===== src/rtl/ccss_params.svh =====
// Purpose: constants of the codec clock, sidetone and servo register bank
// Assumes: 100 MHz sys_clk, APB with 32-bit data, word index = paddr[8:2]
// Notes: offsets are word indices, byte address is four times the index
`ifndef CCSS_PARAMS_SVH
`define CCSS_PARAMS_SVH
// register word indices
`define CCSS_IDX_CLOCK 7'h38
`define CCSS_IDX_MIX_R 7'h39
`define CCSS_IDX_MIX_L 7'h3a
`define CCSS_IDX_SRV_IN 7'h3c
`define CCSS_IDX_SRV_HP 7'h3d
`define CCSS_IDX_STEPS 7'h40
`define CCSS_IDX_DONE 7'h42
`define CCSS_IDX_BIAS 7'h44
`define CCSS_IDX_IRQ_STS 7'h50
`define CCSS_IDX_IRQ_MSK 7'h51
// field positions
`define CCSS_RATIO_LSB 1
`define CCSS_MONO_BIT 9
`define CCSS_GAIN_LSB 4
`define CCSS_SRC_LSB 2
`define CCSS_L_EN_BIT 7
`define CCSS_L_SU_BIT 6
`define CCSS_L_SE_BIT 4
`define CCSS_R_EN_BIT 3
`define CCSS_R_SU_BIT 2
`define CCSS_R_SE_BIT 0
`define CCSS_STEPS_LSB 7
`define CCSS_DONE_LSB 7
// reset values and minimum step count
`define CCSS_RATIO_RST 4'h3
`define CCSS_STEPS_RST 7'h10
`define CCSS_STEPS_MIN 7'h10
`define CCSS_BIAS_RST 3'h3
`define CCSS_BIAS_RSV_RST 2'h3
`define CCSS_RATIO_VAL_RST 13'h0100
`define CCSS_ATTEN_RST 6'h24
// timing
`define CCSS_CLK_MHZ 100
`define CCSS_STARTUP_US 10
`define CCSS_UPDATE_NS 160
`define CCSS_STARTUP_CYC (`CCSS_STARTUP_US * `CCSS_CLK_MHZ)
`define CCSS_UPDATE_CYC ((`CCSS_UPDATE_NS * `CCSS_CLK_MHZ) / 1000)
`endif


===== src/rtl/ccss_pkg.sv =====
// Purpose: types of the codec clock, sidetone and servo register bank
// Assumes: constants come from ccss_params.svh
// Notes: path order is left input, right input, left phone, right phone
package ccss_pkg;
	typedef enum logic [2:0]
	{
		CCSS_IDLE = 3'b001,
		CCSS_STARTUP = 3'b010,
		CCSS_SERIES = 3'b100
	} ccss_phase_t;

	// one servo engine
	typedef struct packed
	{
		ccss_phase_t phase;
		logic [9:0] cnt;
		logic [6:0] left;
	} ccss_path_t;

	// decoded settings driven to the audio datapath
	typedef struct packed
	{
		logic [12:0] ratio_val;
		logic dac_mono_mix_sel;
		logic mono_atten_6db;
		logic [5:0] left_sidetone_atten_db;
		logic [5:0] right_sidetone_atten_db;
		logic left_dac_from_left_adc;
		logic left_dac_from_right_adc;
		logic right_dac_from_left_adc;
		logic right_dac_from_right_adc;
		logic [3:0] servo_en;
		logic [3:0] startup_active;
		logic [3:0] series_active;
		logic [3:0] servo_update;
		logic [2:0] phone_gain_bias_boost;
	} ccss_ctl_t;
endpackage


===== src/rtl/ccss_regs.sv =====
// Purpose: APB register bank for clock ratio, sidetone and DC servo control
// Assumes: single clock sys_clk, APB requests from the same clock domain
// Notes: one wait state on every transfer; irq status clears on read
`timescale 1ns/1ps
`include "ccss_params.svh"
module ccss_regs
(
	input wire logic sys_clk,
	input wire logic rstn,
	input wire logic psel,
	input wire logic penable,
	input wire logic pwrite,
	input wire logic [11:0] paddr,
	input wire logic [31:0] pwdata,
	output logic [31:0] prdata,
	output logic pready,
	output logic pslverr,
	output logic irq,
	output ccss_pkg::ccss_ctl_t ctl
);

	////////////////////////////////////////////////////////////////////////
	// state of the whole bank
	typedef struct packed
	{
		logic [3:0] ratio;
		logic mono;
		logic [3:0] r_gain;
		logic [1:0] r_src;
		logic [3:0] l_gain;
		logic [1:0] l_src;
		logic [3:0] en;
		logic [6:0] steps;
		logic [1:0] bias_rsv;
		logic [2:0] bias;
		logic [3:0] done;
		ccss_pkg::ccss_path_t [3:0] path;
		logic [5:0] irq_sts;
		logic [5:0] irq_msk;
		logic rdy;
		logic err;
		logic [31:0] rdata;
		logic irq;
		ccss_pkg::ccss_ctl_t ctl;
	} ccss_state_t;

	ccss_state_t s_q;
	ccss_state_t s_d;

	////////////////////////////////////////////////////////////////////////
	// decode helpers
	// ratio code to master clock over sample rate
	function automatic logic [12:0] ccss_ratio(input logic [3:0] code);
		case (code)
			4'h0: ccss_ratio = 13'h0040;
			4'h1: ccss_ratio = 13'h0080;
			4'h2: ccss_ratio = 13'h00c0;
			4'h3: ccss_ratio = 13'h0100;
			4'h4: ccss_ratio = 13'h0180;
			4'h5: ccss_ratio = 13'h0200;
			4'h6: ccss_ratio = 13'h0300;
			4'h7: ccss_ratio = 13'h0400;
			4'h9: ccss_ratio = 13'h0600;
			4'ha: ccss_ratio = 13'h0c00;
			4'hb: ccss_ratio = 13'h1800;
			default: ccss_ratio = 13'h0000; // reserved codes
		endcase
	endfunction

	// sidetone gain code to attenuation in dB
	function automatic logic [5:0] ccss_atten(input logic [3:0] code);
		if (code[3:2] == 2'b11)
		begin
			ccss_atten = 6'h00;
		end
		else
		begin
			ccss_atten = 6'(6'h24 - 6'(code) * 6'h03);
		end
	endfunction

	// sidetone source code to {from right adc, from left adc}
	function automatic logic [1:0] ccss_src(input logic [1:0] code);
		case (code)
			2'b01: ccss_src = 2'b01;
			2'b10: ccss_src = 2'b10;
			default: ccss_src = 2'b00;
		endcase
	endfunction

	////////////////////////////////////////////////////////////////////////
	// bus decode
	logic [6:0] idx;
	logic acc;
	logic wr;
	logic rd_done;
	logic mapped;
	logic [3:0] su_req;
	logic [3:0] se_req;
	logic [6:0] steps_eff;
	logic [5:0] sts_unread;

	assign idx = paddr[8:2];
	// status bits that the answer in flight did not report; only those survive a read clear
	assign sts_unread = s_q.irq_sts & ~s_q.rdata[5:0];
	// access phase before the answer; the answer edge is when rdy is high
	assign acc = psel & penable & ~s_q.rdy;
	assign wr = psel & penable & s_q.rdy & pwrite & ~s_q.err;
	assign rd_done = psel & penable & s_q.rdy & ~pwrite;

	// write-one triggers, one cycle wide
	assign su_req[0] = wr & (idx == `CCSS_IDX_SRV_IN) & pwdata[`CCSS_L_SU_BIT];
	assign su_req[1] = wr & (idx == `CCSS_IDX_SRV_IN) & pwdata[`CCSS_R_SU_BIT];
	assign su_req[2] = wr & (idx == `CCSS_IDX_SRV_HP) & pwdata[`CCSS_L_SU_BIT];
	assign su_req[3] = wr & (idx == `CCSS_IDX_SRV_HP) & pwdata[`CCSS_R_SU_BIT];
	assign se_req[1:0] = 2'b00;
	assign se_req[2] = wr & (idx == `CCSS_IDX_SRV_HP) & pwdata[`CCSS_L_SE_BIT];
	assign se_req[3] = wr & (idx == `CCSS_IDX_SRV_HP) & pwdata[`CCSS_R_SE_BIT];

	// reserved low counts run as the minimum series
	assign steps_eff = (s_q.steps < `CCSS_STEPS_MIN) ? `CCSS_STEPS_MIN : s_q.steps;

	always_comb
	begin
		case (idx)
			`CCSS_IDX_CLOCK, `CCSS_IDX_MIX_R, `CCSS_IDX_MIX_L,
			`CCSS_IDX_SRV_IN, `CCSS_IDX_SRV_HP, `CCSS_IDX_STEPS,
			`CCSS_IDX_DONE, `CCSS_IDX_BIAS, `CCSS_IDX_IRQ_STS,
			`CCSS_IDX_IRQ_MSK: mapped = 1'b1;
			default: mapped = 1'b0;
		endcase
	end

	////////////////////////////////////////////////////////////////////////
	// next state
	always_comb
	begin
		logic [5:0] ev;
		logic [15:0] rv;
		ev = 6'h00;
		rv = 16'h0000;
		s_d = s_q;
		s_d.ctl.servo_update = 4'h0;

		// one wait state, then the answer for one cycle
		s_d.rdy = acc;
		s_d.err = acc & ~mapped;

		// register writes at the answer edge
		if (wr)
		begin
			case (idx)
				`CCSS_IDX_CLOCK: s_d.ratio = pwdata[`CCSS_RATIO_LSB +: 4];
				`CCSS_IDX_MIX_R:
				begin
					s_d.mono = pwdata[`CCSS_MONO_BIT];
					s_d.r_gain = pwdata[`CCSS_GAIN_LSB +: 4];
					s_d.r_src = pwdata[`CCSS_SRC_LSB +: 2];
				end
				`CCSS_IDX_MIX_L:
				begin
					s_d.l_gain = pwdata[`CCSS_GAIN_LSB +: 4];
					s_d.l_src = pwdata[`CCSS_SRC_LSB +: 2];
				end
				`CCSS_IDX_SRV_IN:
				begin
					s_d.en[0] = pwdata[`CCSS_L_EN_BIT];
					s_d.en[1] = pwdata[`CCSS_R_EN_BIT];
				end
				`CCSS_IDX_SRV_HP:
				begin
					s_d.en[2] = pwdata[`CCSS_L_EN_BIT];
					s_d.en[3] = pwdata[`CCSS_R_EN_BIT];
				end
				`CCSS_IDX_STEPS: s_d.steps = pwdata[`CCSS_STEPS_LSB +: 7];
				`CCSS_IDX_BIAS:
				begin
					s_d.bias = pwdata[2:0];
					s_d.bias_rsv = pwdata[4:3];
				end
				`CCSS_IDX_IRQ_MSK: s_d.irq_msk = pwdata[5:0];
				default: s_d.bias = s_d.bias;
			endcase
		end

		// servo engines, one per path
		for (int i = 0; i < 4; i++)
		begin
			if (su_req[i])
			begin
				s_d.done[i] = 1'b0;
			end
			case (s_q.path[i].phase)
				ccss_pkg::CCSS_IDLE:
				begin
					if (su_req[i])
					begin
						s_d.path[i].phase = ccss_pkg::CCSS_STARTUP;
						s_d.path[i].cnt = 10'(`CCSS_STARTUP_CYC - 1);
					end
					else if (se_req[i])
					begin
						s_d.path[i].phase = ccss_pkg::CCSS_SERIES;
						s_d.path[i].cnt = 10'(`CCSS_UPDATE_CYC - 1);
						s_d.path[i].left = 7'(steps_eff - 7'h01);
					end
				end
				ccss_pkg::CCSS_STARTUP:
				begin
					if (su_req[i])
					begin
						s_d.path[i].cnt = 10'(`CCSS_STARTUP_CYC - 1);
					end
					else if (s_q.path[i].cnt == 10'h000)
					begin
						s_d.path[i].phase = ccss_pkg::CCSS_IDLE;
						s_d.done[i] = 1'b1;
						ev[i] = 1'b1;
					end
					else
					begin
						s_d.path[i].cnt = 10'(s_q.path[i].cnt - 10'h001);
					end
				end
				ccss_pkg::CCSS_SERIES:
				begin
					if (su_req[i])
					begin
						s_d.path[i].phase = ccss_pkg::CCSS_STARTUP;
						s_d.path[i].cnt = 10'(`CCSS_STARTUP_CYC - 1);
					end
					else if (s_q.path[i].cnt == 10'h000)
					begin
						s_d.ctl.servo_update[i] = 1'b1;
						s_d.path[i].cnt = 10'(`CCSS_UPDATE_CYC - 1);
						if (s_q.path[i].left == 7'h00)
						begin
							s_d.path[i].phase = ccss_pkg::CCSS_IDLE;
							ev[i + 2] = 1'b1;
						end
						else
						begin
							s_d.path[i].left = 7'(s_q.path[i].left - 7'h01);
						end
					end
					else
					begin
						s_d.path[i].cnt = 10'(s_q.path[i].cnt - 10'h001);
					end
				end
				default: s_d.path[i].phase = ccss_pkg::CCSS_IDLE;
			endcase
		end

		// sticky events; a new event wins over the read clear
		// the read clears only what it returned, so an event of the wait cycle is kept
		if (rd_done & (idx == `CCSS_IDX_IRQ_STS))
		begin
			s_d.irq_sts = sts_unread | ev;
		end
		else
		begin
			s_d.irq_sts = s_q.irq_sts | ev;
		end
		s_d.irq = |(s_d.irq_sts & s_d.irq_msk);

		// read data, captured in the wait cycle
		case (idx)
			`CCSS_IDX_CLOCK: rv = {11'h000, s_q.ratio, 1'b0};
			`CCSS_IDX_MIX_R: rv = {6'h00, s_q.mono, 1'b0, s_q.r_gain, s_q.r_src, 2'b00};
			`CCSS_IDX_MIX_L: rv = {8'h00, s_q.l_gain, s_q.l_src, 2'b00};
			`CCSS_IDX_SRV_IN: rv = {8'h00, s_q.en[0], 3'h0, s_q.en[1], 3'h0};
			`CCSS_IDX_SRV_HP: rv = {8'h00, s_q.en[2], 3'h0, s_q.en[3], 3'h0};
			`CCSS_IDX_STEPS: rv = {2'b00, s_q.steps, 7'h00};
			`CCSS_IDX_DONE: rv = {5'h00, s_q.done[0], s_q.done[1], s_q.done[2], s_q.done[3], 7'h00};
			`CCSS_IDX_BIAS: rv = {11'h000, s_q.bias_rsv, s_q.bias};
			`CCSS_IDX_IRQ_STS: rv = {10'h000, s_q.irq_sts};
			`CCSS_IDX_IRQ_MSK: rv = {10'h000, s_q.irq_msk};
			default: rv = 16'h0000;
		endcase
		s_d.rdata = acc ? {16'h0000, rv} : 32'h0000_0000;

		// decoded settings toward the datapath
		s_d.ctl.ratio_val = ccss_ratio(s_d.ratio);
		s_d.ctl.dac_mono_mix_sel = s_d.mono;
		s_d.ctl.mono_atten_6db = s_d.mono;
		s_d.ctl.left_sidetone_atten_db = ccss_atten(s_d.l_gain);
		s_d.ctl.right_sidetone_atten_db = ccss_atten(s_d.r_gain);
		{s_d.ctl.left_dac_from_right_adc, s_d.ctl.left_dac_from_left_adc} = ccss_src(s_d.l_src);
		{s_d.ctl.right_dac_from_right_adc, s_d.ctl.right_dac_from_left_adc} = ccss_src(s_d.r_src);
		s_d.ctl.servo_en = s_d.en;
		s_d.ctl.phone_gain_bias_boost = s_d.bias;
		for (int j = 0; j < 4; j++)
		begin
			s_d.ctl.startup_active[j] = (s_d.path[j].phase == ccss_pkg::CCSS_STARTUP);
			s_d.ctl.series_active[j] = (s_d.path[j].phase == ccss_pkg::CCSS_SERIES);
		end
	end

	////////////////////////////////////////////////////////////////////////
	// registers
	always_ff @(posedge sys_clk or negedge rstn)
	begin
		if (!rstn)
		begin
			s_q <= '0;
			s_q.ratio <= `CCSS_RATIO_RST;
			s_q.steps <= `CCSS_STEPS_RST;
			s_q.bias <= `CCSS_BIAS_RST;
			s_q.bias_rsv <= `CCSS_BIAS_RSV_RST;
			s_q.path <= {4{ccss_pkg::ccss_path_t'({ccss_pkg::CCSS_IDLE, 10'h000, 7'h00})}};
			s_q.ctl.ratio_val <= `CCSS_RATIO_VAL_RST;
			s_q.ctl.left_sidetone_atten_db <= `CCSS_ATTEN_RST;
			s_q.ctl.right_sidetone_atten_db <= `CCSS_ATTEN_RST;
			s_q.ctl.phone_gain_bias_boost <= `CCSS_BIAS_RST;
		end
		else
		begin
			s_q <= s_d;
		end
	end

	// outputs straight from the state flops
	assign prdata = s_q.rdata;
	assign pready = s_q.rdy;
	assign pslverr = s_q.err;
	assign irq = s_q.irq;
	assign ctl = s_q.ctl;

	////////////////////////////////////////////////////////////////////////
	// checks
	ratio_decode_a: assert property (@(posedge sys_clk) disable iff (!rstn)
		(s_q.ratio == 4'hb) |-> (ctl.ratio_val == 13'h1800))
		else $error("ratio code 1011 not decoded as 6144");

	mono_atten_a: assert property (@(posedge sys_clk) disable iff (!rstn)
		ctl.mono_atten_6db == ctl.dac_mono_mix_sel)
		else $error("mono attenuation does not follow mono mix");

	gain_top_a: assert property (@(posedge sys_clk) disable iff (!rstn)
		(s_q.l_gain == 4'h0) |-> (ctl.left_sidetone_atten_db == 6'h24))
		else $error("sidetone code 0000 is not 36 dB down");

	src_none_a: assert property (@(posedge sys_clk) disable iff (!rstn)
		(s_q.r_src == 2'b11) |-> !(ctl.right_dac_from_left_adc | ctl.right_dac_from_right_adc))
		else $error("sidetone source 11 adds a signal");

	enable_write_a: assert property (@(posedge sys_clk) disable iff (!rstn)
		(wr && idx == `CCSS_IDX_SRV_IN) |=> (ctl.servo_en[0] == $past(pwdata[7])))
		else $error("input servo enable not taken from bit 7");

	startup_run_a: assert property (@(posedge sys_clk) disable iff (!rstn)
		su_req[2] |=> (ctl.startup_active[2] && !s_q.done[2])[*8])
		else $error("phone start-up did not run after trigger");

	series_run_a: assert property (@(posedge sys_clk) disable iff (!rstn)
		(se_req[3] && !su_req[3] && s_q.path[3].phase == ccss_pkg::CCSS_IDLE) |=> ctl.series_active[3][*8])
		else $error("series did not start after trigger");

	done_set_a: assert property (@(posedge sys_clk) disable iff (!rstn)
		$fell(ctl.startup_active[0]) && !$past(su_req[0]) |-> s_q.done[0] && s_q.irq_sts[0])
		else $error("start-up end without done flag");

	irq_level_a: assert property (@(posedge sys_clk) disable iff (!rstn)
		irq == |(s_q.irq_sts & s_q.irq_msk))
		else $error("interrupt does not match masked status");

	sts_sticky_a: assert property (@(posedge sys_clk) disable iff (!rstn)
		!(rd_done && idx == `CCSS_IDX_IRQ_STS) |=> ((s_q.irq_sts & $past(s_q.irq_sts)) == $past(s_q.irq_sts)))
		else $error("status bit cleared without a read");

	sts_unread_a: assert property (@(posedge sys_clk) disable iff (!rstn)
		(rd_done && idx == `CCSS_IDX_IRQ_STS) |=> ((s_q.irq_sts & $past(sts_unread)) == $past(sts_unread)))
		else $error("unreported status bit lost by the read clear");

	trig_clear_a: assert property (@(posedge sys_clk) disable iff (!rstn)
		su_req[1] |=> !s_q.done[1])
		else $error("done flag not cleared by new start-up");

endmodule


===== config.mk =====
export PLATFORM = sky130hd
export DESIGN_NAME = ccss_regs
export DESIGN_NICKNAME = d
export VERILOG_FILES = /design/src/rtl/ccss_pkg.sv /design/src/rtl/ccss_regs.sv
export VERILOG_INCLUDE_DIRS = /design/src /design/src/rtl
export SDC_FILE = /design/constraint.sdc
export NUM_CORES = 1
export LEC_CHECK = 0
export BUFFER_PORTS_ARGS = -buffer_cell sky130_fd_sc_hd__buf_2
export CORE_ASPECT_RATIO = 1.2
export CORE_MARGIN = 3
export CORE_UTILIZATION = 50
export DETAILED_ROUTE_END_ITERATION = 10
export GPL_TIMING_DRIVEN = 0
export PLACE_DENSITY = 0.71
export SYNTH_ARGS = -nofsm -noshare
export SYNTH_HDL_FRONTEND = slang
export SYNTH_SLANG_ARGS = --single-unit
export TNS_END_PERCENT = 20

===== constraint.sdc =====
create_clock -name sys_clk -period 4.8 [get_ports sys_clk]
set_clock_uncertainty 0.2 [all_clocks]
set_input_delay 0.72 -clock sys_clk [delete_from_list [all_inputs] [get_ports sys_clk]]
set_output_delay 0.72 -clock sys_clk [all_outputs]
set_load 0.005 [all_outputs]

==> reports/qor.yml, run 1 <==
run_status:
  status: "finished, final reports clean"
run:
  cap_violations: 0
cells_and_area:
  layout.nets: 1255
  multi_input_area_sq_um: 4690
  final_area_sq_um: 11630
  layout_common_cells: "dfrtp_1, nor2_1, buf_2"
  layout_commonest_cell: "dfrtp_1"
  drive_gt1_share_pct: 24.04
  fin_util_pct: 59.09
  area_delta_synth_final_pct: 14.99
  finalNonFillerCells: 1456
  ff_latch_area_sq_um: 4549
  fill_cells: 1673
clocking:
  cts.sinks: 181
  clkLatencyLatePin_ps: 440
  cts_resized: 0
  h-tree-depth: 4
  holdBufCountCts: 0
  cts_root_buf: "clkbuf_16"
  cts_tree: "yes"
  clk_pin_slew_ps: 70
  cts_buffer_depth: 2
  cts_buffers: 17
  post_cts_buffers: 0
timing:
  holdWs_ps: 13.56
  finalHoldViolations: 0
  timing.fmax_mhz: 279.1
  setup_violations: 0
  slew_viol_final: 0
  tightest_slew_ps: 1269
  slew_headroom_pct: 14.64
  period_needed_ps: 3583
  min_period_over_period_pct: 74.65
  rsz0062_at_grt: "false"
floorplanning:
  die_w_microns: 135.9
  core_area_sq_um: 19690
  die_h_microns: 161.8
  start_util_pct: 51.39
  die-area_sq_um: 21990
  std_cell_rows: 56
  ios: 134
yosys:
  synthCells: 1053
  yosysSeqAreaShare_pct: 44.96
  synthesis.area_sq_um: 10120
  async_reset_ff_share_pct: 100.0
  synth-edff-count: 0
  synth.top_cell.area_share_pct: 40.81
  yosys.area.top_type: "dfrtp_1"
  ys_types: 87
  synthFlopType: "dfrtp_1"
  yosys_warnings: 0
  synthTopCellsByArea: "dfrtp_1, buf_4, nor2_1, dfstp_2, mux2_2"
  synth_seq_cells: 181
  syn_avg_cell_area_sq_um: 9.609
power:
  power_density_nw_per_um2: 272.7
  p_switching_uw: 749.2
  seqPwrFrac_pct: 48.5
  swShare_pct: 23.61
  power.clock.fraction_pct: 47.6
  combPwrFrac_pct: 3.9
  power.internal_uw: 2423
  leakage_uw: 0.005705
  ir_worst_vdd_uv: 257.8
routing:
  drc: 0
  first_pass_iters: 5
  avgRoutedWirePerCell_microns: 16.50
  wirelength_microns: 24020
  postRouteAntennaNets: 0
  vias_per_cell: 5.600
  vias: 8154
  drtIter0Drc: 785
global_route:
  grt_usage_pct: 22.06
  antenna_found_initial: 1
  gr-max-usage-layer: "met2"
  gr-usage-met3_pct: 3.191
  grt_start_max_net_pins: 116
  overflow: 0
  met1_usage_pct: 29.61
  use_met2_pct: 36.14
  grt_pass1_vias: 7598
  grt_pass1_wl_microns: 38760
critical_path:
  critPathSlowestCell: "mux2_2"
  cp.arrival_ps: 3710
  cp-end-kind: "register"
  worst-path-max-fanout: 10
  cpPeakStageDelay_ps: 510
  critPathLaunchType: "input pin"
  path_cells: "buf_2 -> clkbuf_1 -> nor3b_1 -> nand4_1 -> mux2_2 -> ha_1 -> inv_1 -> ha_1 -> inv_1 -> o21ba_2 -> o41ai_1"
  worstSetupPathType: "in -> reg"
  required_ps: 4920
placed_design:
  dp.cells: 1423
  portBuffers: 85
  hpwl_microns: 17360
  routabilityCongestion: 0.9021
  place_area_sq_um: 10990
worst_hold_path:
  hold_class: "in -> async"
kinds of logic (layout without fill, tap and decap cells):
group                    count (synthesis)  in the layout  share of synthesized area, %
AND/OR/NAND/NOR                        363            363                         19.30
multiplexers                            58             58                         6.183
XOR/XNOR                                21             21                         1.892
other                                    1             25                       0.03706
adder cells (fa/ha/maj)                 25             25                         3.091
flip-flops                             181            181                         44.96
AO/OA/AOI/OAI                          232            232                         14.99
buffers and inverters                  172            290                         9.546
stage by stage:
stage | TNS [ps] | total power, uW | worst slack, ps
floorplan | 0 | 1623 | 1422
global placement | -19760 | 1687 | -138.1
detailed placement | 0 | 1692 | 845.9
CTS | 0 | 3203 | 1233
global route | 0 | 3274 | 992.2
finish | 0 | 3173 | 1217
layout make-up:
class                   count  share of cell area (%)
well taps                 261                   2.807
diodes                      1                 0.02151
inverters                  56                   1.807
repair buffers             86                   3.979
plain buffers             116                   6.495
multi-input cells         723                   40.31
clock buffers              17                   3.656
flip-flops and latches    181                   39.10
clock inverters            15                   1.828
power groups by stage:
stage | logic [uW] | registers [uW] | clock network [uW]
final | 125 | 1540 | 1510
after global routing | 140 | 1540 | 1600
after CTS | 126 | 1540 | 1540
after floorplan | 58.2 | 1570 | 0
after global placement | 121 | 1570 | 0
after detailed placement | 125 | 1570 | 0
Yosys cell counts, drive strengths merged, types with 9 or more instances:
| cell | number |
|---|---|
| a31oi | 13 |
| inv | 56 |
| nor2 | 117 |
| nor3b | 10 |
| dfrtp | 165 |
| o22ai | 9 |
| and3 | 14 |
| dfstp | 16 |
| clkbuf | 29 |
| o21ai | 65 |
| nor4 | 22 |
| mux2 | 36 |
| xnor2 | 16 |
| a22oi | 10 |
| nor2b | 9 |
| nand4 | 10 |
| a21oi | 55 |
| a21o | 10 |
| or3 | 15 |
| or2 | 9 |
| nand2b | 19 |
| buf | 87 |
| mux2i | 22 |
| ha | 25 |
| nor3 | 35 |
| nand2 | 56 |
| and2 | 9 |
worst max-delay path: cells and delay by family:
family          cells  cell delay (ps)
simple gates        2              710
buf+inv             4              620
fa+ha+maj           2              610
compound gates      2              540
mux                 1              510
path summary, 6_finish.rpt:
check,cells past startpoint,slack [ps],end,from
max in group asynchronous,2,3460,prdata[0],rstn
min in group sys_clk,1,280,s_q[122],s_q[122]
worst max register to register,11,1290,ctl[27],pready
worst min-delay path,1,10,s_q[137],rstn
worst max-delay path,11,1220,ctl[34],paddr[3]
worst min register to register,1,280,s_q[122],s_q[122]
per-layer routing:
layer | vias to the layer above | part of all wire [%]
li1 | 3917 | -
met1 | 3951 | 44
met2 | 242 | 48
met3 | 44 | 4.8
met4 | 0 | 3.0
met5 | - | 0
flip-flops by register name, summed over array words and instances (netlist names):
name	count
prdata	14
pslverr	1
irq	1
s_q	121
ctl	43
pready	1
Power figures use the tool's default switching activity.
==> run 2, diff against run 1 <==
--- a/config.mk
+++ b/config.mk
@@ -6,6 +6,7 @@
 export SDC_FILE = /design/constraint.sdc
 export NUM_CORES = 1
 export LEC_CHECK = 0
+export ABC_AREA = 1
 export BUFFER_PORTS_ARGS = -buffer_cell sky130_fd_sc_hd__buf_2
 export CORE_ASPECT_RATIO = 1.2
 export CORE_MARGIN = 3
==> constraint.sdc (replaced) <==
create_clock -name sys_clk -period 3.5 [get_ports sys_clk]
set_clock_uncertainty 0.2 [all_clocks]
set_input_delay 0.525 -clock sys_clk [delete_from_list [all_inputs] [get_ports sys_clk]]
set_output_delay 0.525 -clock sys_clk [all_outputs]
set_load 0.005 [all_outputs]
==> reports/qor.yml, run 2 <==
critical_path:
  cp.arrival_ps: 3030
  cp-end-kind: "register"
  r2r_cells: 17
  crit-reg2reg-launch: "pslverr"
  required_ps: 3660
  r2r-end: "ctl[28]"
  rrSetupSlack_ps: 640
  worst-path-max-fanout: 10
  worstSetupPathType: "reg -> reg"
  critPathLaunchType: "register"
power:
  leakage_uw: 0.006221
  ir_worst_vdd_uv: 349.8
  power_density_nw_per_um2: 661.1
clocking:
  clkLatencyLatePin_ps: 430
  cts.sinks: 181
  post_cts_buffers: 0
  cts_root_buf: "clkbuf_16"
  clk_pin_slew_ps: 70
  cts_tree: "yes"
  h-tree-depth: 4
  cts_resized: 0
  cts_buffer_depth: 2
  cts_buffers: 17
cells_and_area:
  ff_latch_area_sq_um: 4549
  area_delta_synth_final_pct: 14.16
  fill_cells: 1812
  final_area_sq_um: 11720
  largest_reg_flops: 121
  layout_commonest_cell: "nand2_1"
  layout.nets: 1472
  layout_common_cells: "nand2_1, dfrtp_1, inv_1"
  regMostFlops: "s_q"
  multi_input_area_sq_um: 4415
  finalNonFillerCells: 1673
  drive_gt1_share_pct: 20.48
yosys:
  synthTopCellsByCount: "nand2_1, dfrtp_1, inv_1, nor2_1, o21ai_0"
  yosys.area.top_type: "dfrtp_1"
  synthFlopType: "dfrtp_1"
  ys_types: 52
  async_reset_ff_share_pct: 100.0
  synth.top_cell.area_share_pct: 40.21
  yosysSeqAreaShare_pct: 44.31
  synth-edff-count: 0
  synth_most_common_cell: "nand2_1"
  synth_seq_cells: 181
  syn_avg_cell_area_sq_um: 8.097
  yosys_warnings: 0
  synthCells: 1268
  synthesis.area_sq_um: 10270
  synthTopCellsByArea: "dfrtp_1, nand2_1, buf_4, inv_1, nor2_1"
global_route:
  grt_pass1_vias: 7992
  antenna_found_initial: 3
  overflow: 0
  grt_start_max_net_pins: 94
  grt_usage_pct: 21.07
  grt_pass1_wl_microns: 37740
timing:
  finalSetupTns_ps: 0
  setup_violations: 0
  timing.fmax_mhz: 349.3
  slew_viol_final: 0
  finalHoldViolations: 0
  period_needed_ps: 2863
  tightest_slew_ps: 691.7
  min_period_over_period_pct: 81.80
  rsz0062_at_grt: "false"
  slew_headroom_pct: 53.89
floorplanning:
  start_util_pct: 51.78
  die_w_microns: 136.8
  core_area_sq_um: 19830
  ios: 134
  die-area_sq_um: 22300
  die_h_microns: 163.0
  std_cell_rows: 56
routing:
  first_pass_iters: 5
  vias_per_cell: 5.023
  wirelength_microns: 22980
  avgRoutedWirePerCell_microns: 13.74
  drc: 0
  vias: 8404
  postRouteAntennaNets: 0
  drtIter0Drc: 515
worst_hold_path:
  min_path_cells: 3
  hold_end: "s_q[190]"
  worstHoldStart: "pwdata[11]"
  hold_class: "in -> reg"
run_status:
  status: "finished, final reports clean"
placed_design:
  hpwl_microns: 17110
  routabilityCongestion: 0.9095
  dp.cells: 1639
  place_area_sq_um: 11150
  portBuffers: 86
run:
  cap_violations: 0
-- run 2: kinds of logic (layout without fill, tap and decap cells) --
group                      after synthesis  in the layout  synth area share, %
AOI/OAI and AO/OA                      200            200                11.09
xor gates and xnor gates                38             38                3.242
adders and majority gates               25             25                3.047
buffers and inverters                  270            390                13.53
DFF                                    181            181                44.31
muxes                                    1              1               0.1097
other                                    1             25              0.03652
and+or+nand+nor                        552            552                24.64
-- run 2: final cells by class --
cell class / count / area share, %
sequential: 181 / 38.81
multi-input combinational: 840 / 37.67
buffer: 97 / 6.255
inverter: 173 / 5.594
timing repair buffer: 88 / 4.078
clock buffer: 21 / 4.014
tap: 261 / 2.786
clock inverter: 11 / 0.7686
antenna: 1 / 0.02135
-- run 2: worst max-delay path by stage --
stage                  from       to  slack [ps]  cells after the start
finish              pslverr  ctl[28]         640                     17
CTS                 pslverr  ctl[28]         640                     17
detailed placement     psel  ctl[28]         450                     17
global placement       rstn  s_q[98]       -1210                      1
global route        pslverr  ctl[34]         370                     16
floorplan              psel  ctl[27]         860                     14
-- run 2: power by group --
part | switching, uW | total, uW | internal [uW]
clock | 833 | 1810 | 979
sequential | 239 | 2700 | 2460
combinational | 2010 | 3230 | 1220
total | 3080 | 7750 | 4670
-- run 2: repair_timing --
| action | in CTS | in global routing |
|---|---|---|
| hold buffers | 1 | 0 |
| hold endpoints to repair | 78 | 0 |
| endpoints found under the setup margin | 0 | 0 |
-- run 2: worst max-delay path: stages (launching register included) --
cell and delay [ps]:
dfrtp_1 380, inv_1 50, nand2_1 70, nor2_4 210, buf_6 200, nand2_1 110
buf_4 190, nand2_1 60, nand2_1 130, ha_1 310, inv_1 40, ha_1 340
inv_1 60, nor2_1 90, nand3_1 100, nand3_1 80, nand2_1 50, nor2_1 100
-- run 2: layer usage --
| layer | global-route usage [%] | vias up | share of wire, % |
|---|---|---|---|
| met1 | 28.14 | 3915 | 45 |
| met3 | 3.677 | 40 | 5.3 |
| li1 | - | 4247 | - |
| met2 | 35.58 | 198 | 48 |
| met4 | 5.445 | 4 | 1.6 |
| met5 | 0 | - | 0.061 |
-- run 2: per-stage QoR --
step	total power, uW	utilization, %	hold slack, ps	setup WS, ps
after floorplan	5284	-	29.41	857.4
after global placement	5853	56.03	258.7	-1215
after detailed placement	5944	56.22	264.1	450.9
after CTS	7783	59.10	148.9	639.9
after global routing	8395	59.11	160.1	371.8
final	7748	59.11	165.5	636.9
==> run 3, diff against run 2 <==
==> constraint.sdc (replaced) <==
create_clock -name sys_clk -period 2.68 [get_ports sys_clk]
set_clock_uncertainty 0.2 [all_clocks]
set_input_delay 0.402 -clock sys_clk [delete_from_list [all_inputs] [get_ports sys_clk]]
set_output_delay 0.402 -clock sys_clk [all_outputs]
set_load 0.005 [all_outputs]
==> reports/qor.yml, run 3 (synthesis results as in run 2) <==
clocking:
  h-tree-depth: 4
  clk_pin_slew_ps: 70
  cts_buffer_depth: 2
  cts_tree: "yes"
  cts_buffers: 17
  clkLatencyLatePin_ps: 430
  cts.sinks: 181
  cts_root_buf: "clkbuf_16"
cells_and_area:
  largest_reg_flops: 121
  drive_gt1_share_pct: 21.45
  layout_commonest_cell: "nand2_1"
  regMostFlops: "s_q"
  ff_latch_area_sq_um: 4549
  layout.nets: 1478
  area_delta_synth_final_pct: 15.43
  multi_input_area_sq_um: 4469
  final_area_sq_um: 11850
  layout_common_cells: "nand2_1, dfrtp_1, inv_1"
  fill_cells: 1791
power:
  power_density_nw_per_um2: 854.9
  ir_worst_vdd_uv: 457.6
  seqPwrFrac_pct: 34.8
  p_switching_uw: 4036
  leakage_uw: 0.006266
  power.clock.fraction_pct: 23.4
  swShare_pct: 39.83
  combPwrFrac_pct: 41.7
  power.internal_uw: 6096
timing:
  setup_violations: 0
  worst_slack_ps: 123.4
  slew_headroom_pct: 54.07
  finalHoldViolations: 0
  rsz0062_at_grt: "true"
  min_period_over_period_pct: 95.40
  slew_viol_final: 0
  tightest_slew_ps: 686.4
  timing.fmax_mhz: 391.1
  period_needed_ps: 2557
  holdWs_ps: 38.66
global_route:
  grt_start_max_net_pins: 94
  antenna_found_initial: 3
  grt_usage_pct: 21.12
  overflow: 0
  grt_pass1_vias: 8014
  grt_pass1_wl_microns: 37830
critical_path:
  required_ps: 2850
  worstSetupPathType: "reg -> reg"
  cp-end-kind: "register"
  cp.arrival_ps: 2730
  critPathLaunchType: "register"
  worst-path-max-fanout: 5
routing:
  drtIter0Drc: 563
  wirelength_microns: 23200
  first_pass_iters: 5
  avgRoutedWirePerCell_microns: 13.81
  vias: 8430
  vias_per_cell: 5.018
  postRouteAntennaNets: 0
  drc: 0
floorplanning:
  core_area_sq_um: 19830
  die-area_sq_um: 22300
  start_util_pct: 51.78
  die_h_microns: 163.0
  die_w_microns: 136.8
  std_cell_rows: 56
  ios: 134
run_status:
  status: "finished, final reports clean"
run:
  cap_violations: 0
placed_design:
  hpwl_microns: 17110
  routabilityCongestion: 0.9095
  preCtsSetupSlack_ps: -246.1
  place_area_sq_um: 11150
  portBuffers: 86
worst_hold_path:
  hold_class: "in -> reg"
[run 3: power groups by stage]
stage                     clock [uW]  sequential, uW  combinational (uW)
after CTS                       2420            3530                4220
after floorplan                    0            3500                3400
after global routing            2530            3590                4850
after detailed placement           0            3570                4190
after global placement             0            3560                4090
final                           2370            3530                4230
[run 3: worst paths after layout]
kind / depth (start not counted) / end / slack, ps / from
worst max-delay path: 17 / ctl[28] / 120 / pslverr
max in group asynchronous: 3 / s_q[114] / 1050 / rstn
worst min-delay path: 3 / ctl[1] / 40 / pwdata[1]
min in group asynchronous: 2 / s_q[117] / 340 / rstn
worst min register to register: 1 / s_q[121] / 280 / s_q[121]
worst max register to register: 17 / ctl[28] / 120 / pslverr
[run 3: final cells by class]
type	instances	share of cell area (%)
Tap cell	261	2.755
Multi-Input combinational cell	840	37.71
Antenna cell	2	0.04223
Clock inverter	11	0.7601
Sequential cell	181	38.39
Buffer	97	6.282
Timing Repair Buffer	94	4.561
Clock buffer	21	3.970
Inverter	173	5.532
[run 3: stage by stage]
| step | util (%) | TNS (ps) | power, uW | cells |
|---|---|---|---|---|
| 2_1_floorplan | - | 0 | 6901 | 1291 |
| 3_3_place_gp | 56.03 | -326970 | 7643 | 1638 |
| 3_5_place_dp | 56.22 | -980.3 | 7763 | 1639 |
| 4_1_cts | 59.28 | 0 | 10170 | 1673 |
| 5_1_grt | 59.76 | -23.79 | 10970 | 1679 |
| 6_report | 59.77 | 0 | 10130 | 1680 |
[run 3: layer usage]
| metal | part of all wire, % | vias to the layer above | track usage, % |
|---|---|---|---|
| li1 | - | 4266 | - |
| met1 | 44 | 3916 | 28.14 |
| met2 | 49 | 210 | 35.74 |
| met3 | 5.9 | 34 | 3.677 |
| met4 | 1.5 | 4 | 5.445 |
| met5 | 0.060 | - | 0 |
[run 3: repair_timing]
| action | in CTS | in global routing |
|---|---|---|
| setup endpoints to repair | 4 | 4 |
| resized for setup | 5 | 8 |
| pin swaps | 1 | 2 |
| hold endpoints to repair | 78 | 0 |
| setup buffers | 1 | 4 |
| hold buffers | 1 | 0 |
| cloned | 0 | 1 |
[run 3: critical path, stage by stage, from the launching register on]
cell and delay (ps):
dfrtp_1 380, inv_1 50, nand2_1 70, nor2_4 170
buf_8 150, nand2_2 80, buf_6 140, nand2_1 60
nand2_2 90, ha_1 290, inv_1 60, ha_4 280
inv_1 40, nor2_1 90, nand3_1 100, nand3_1 70
nand2_1 60, nor2_2 100
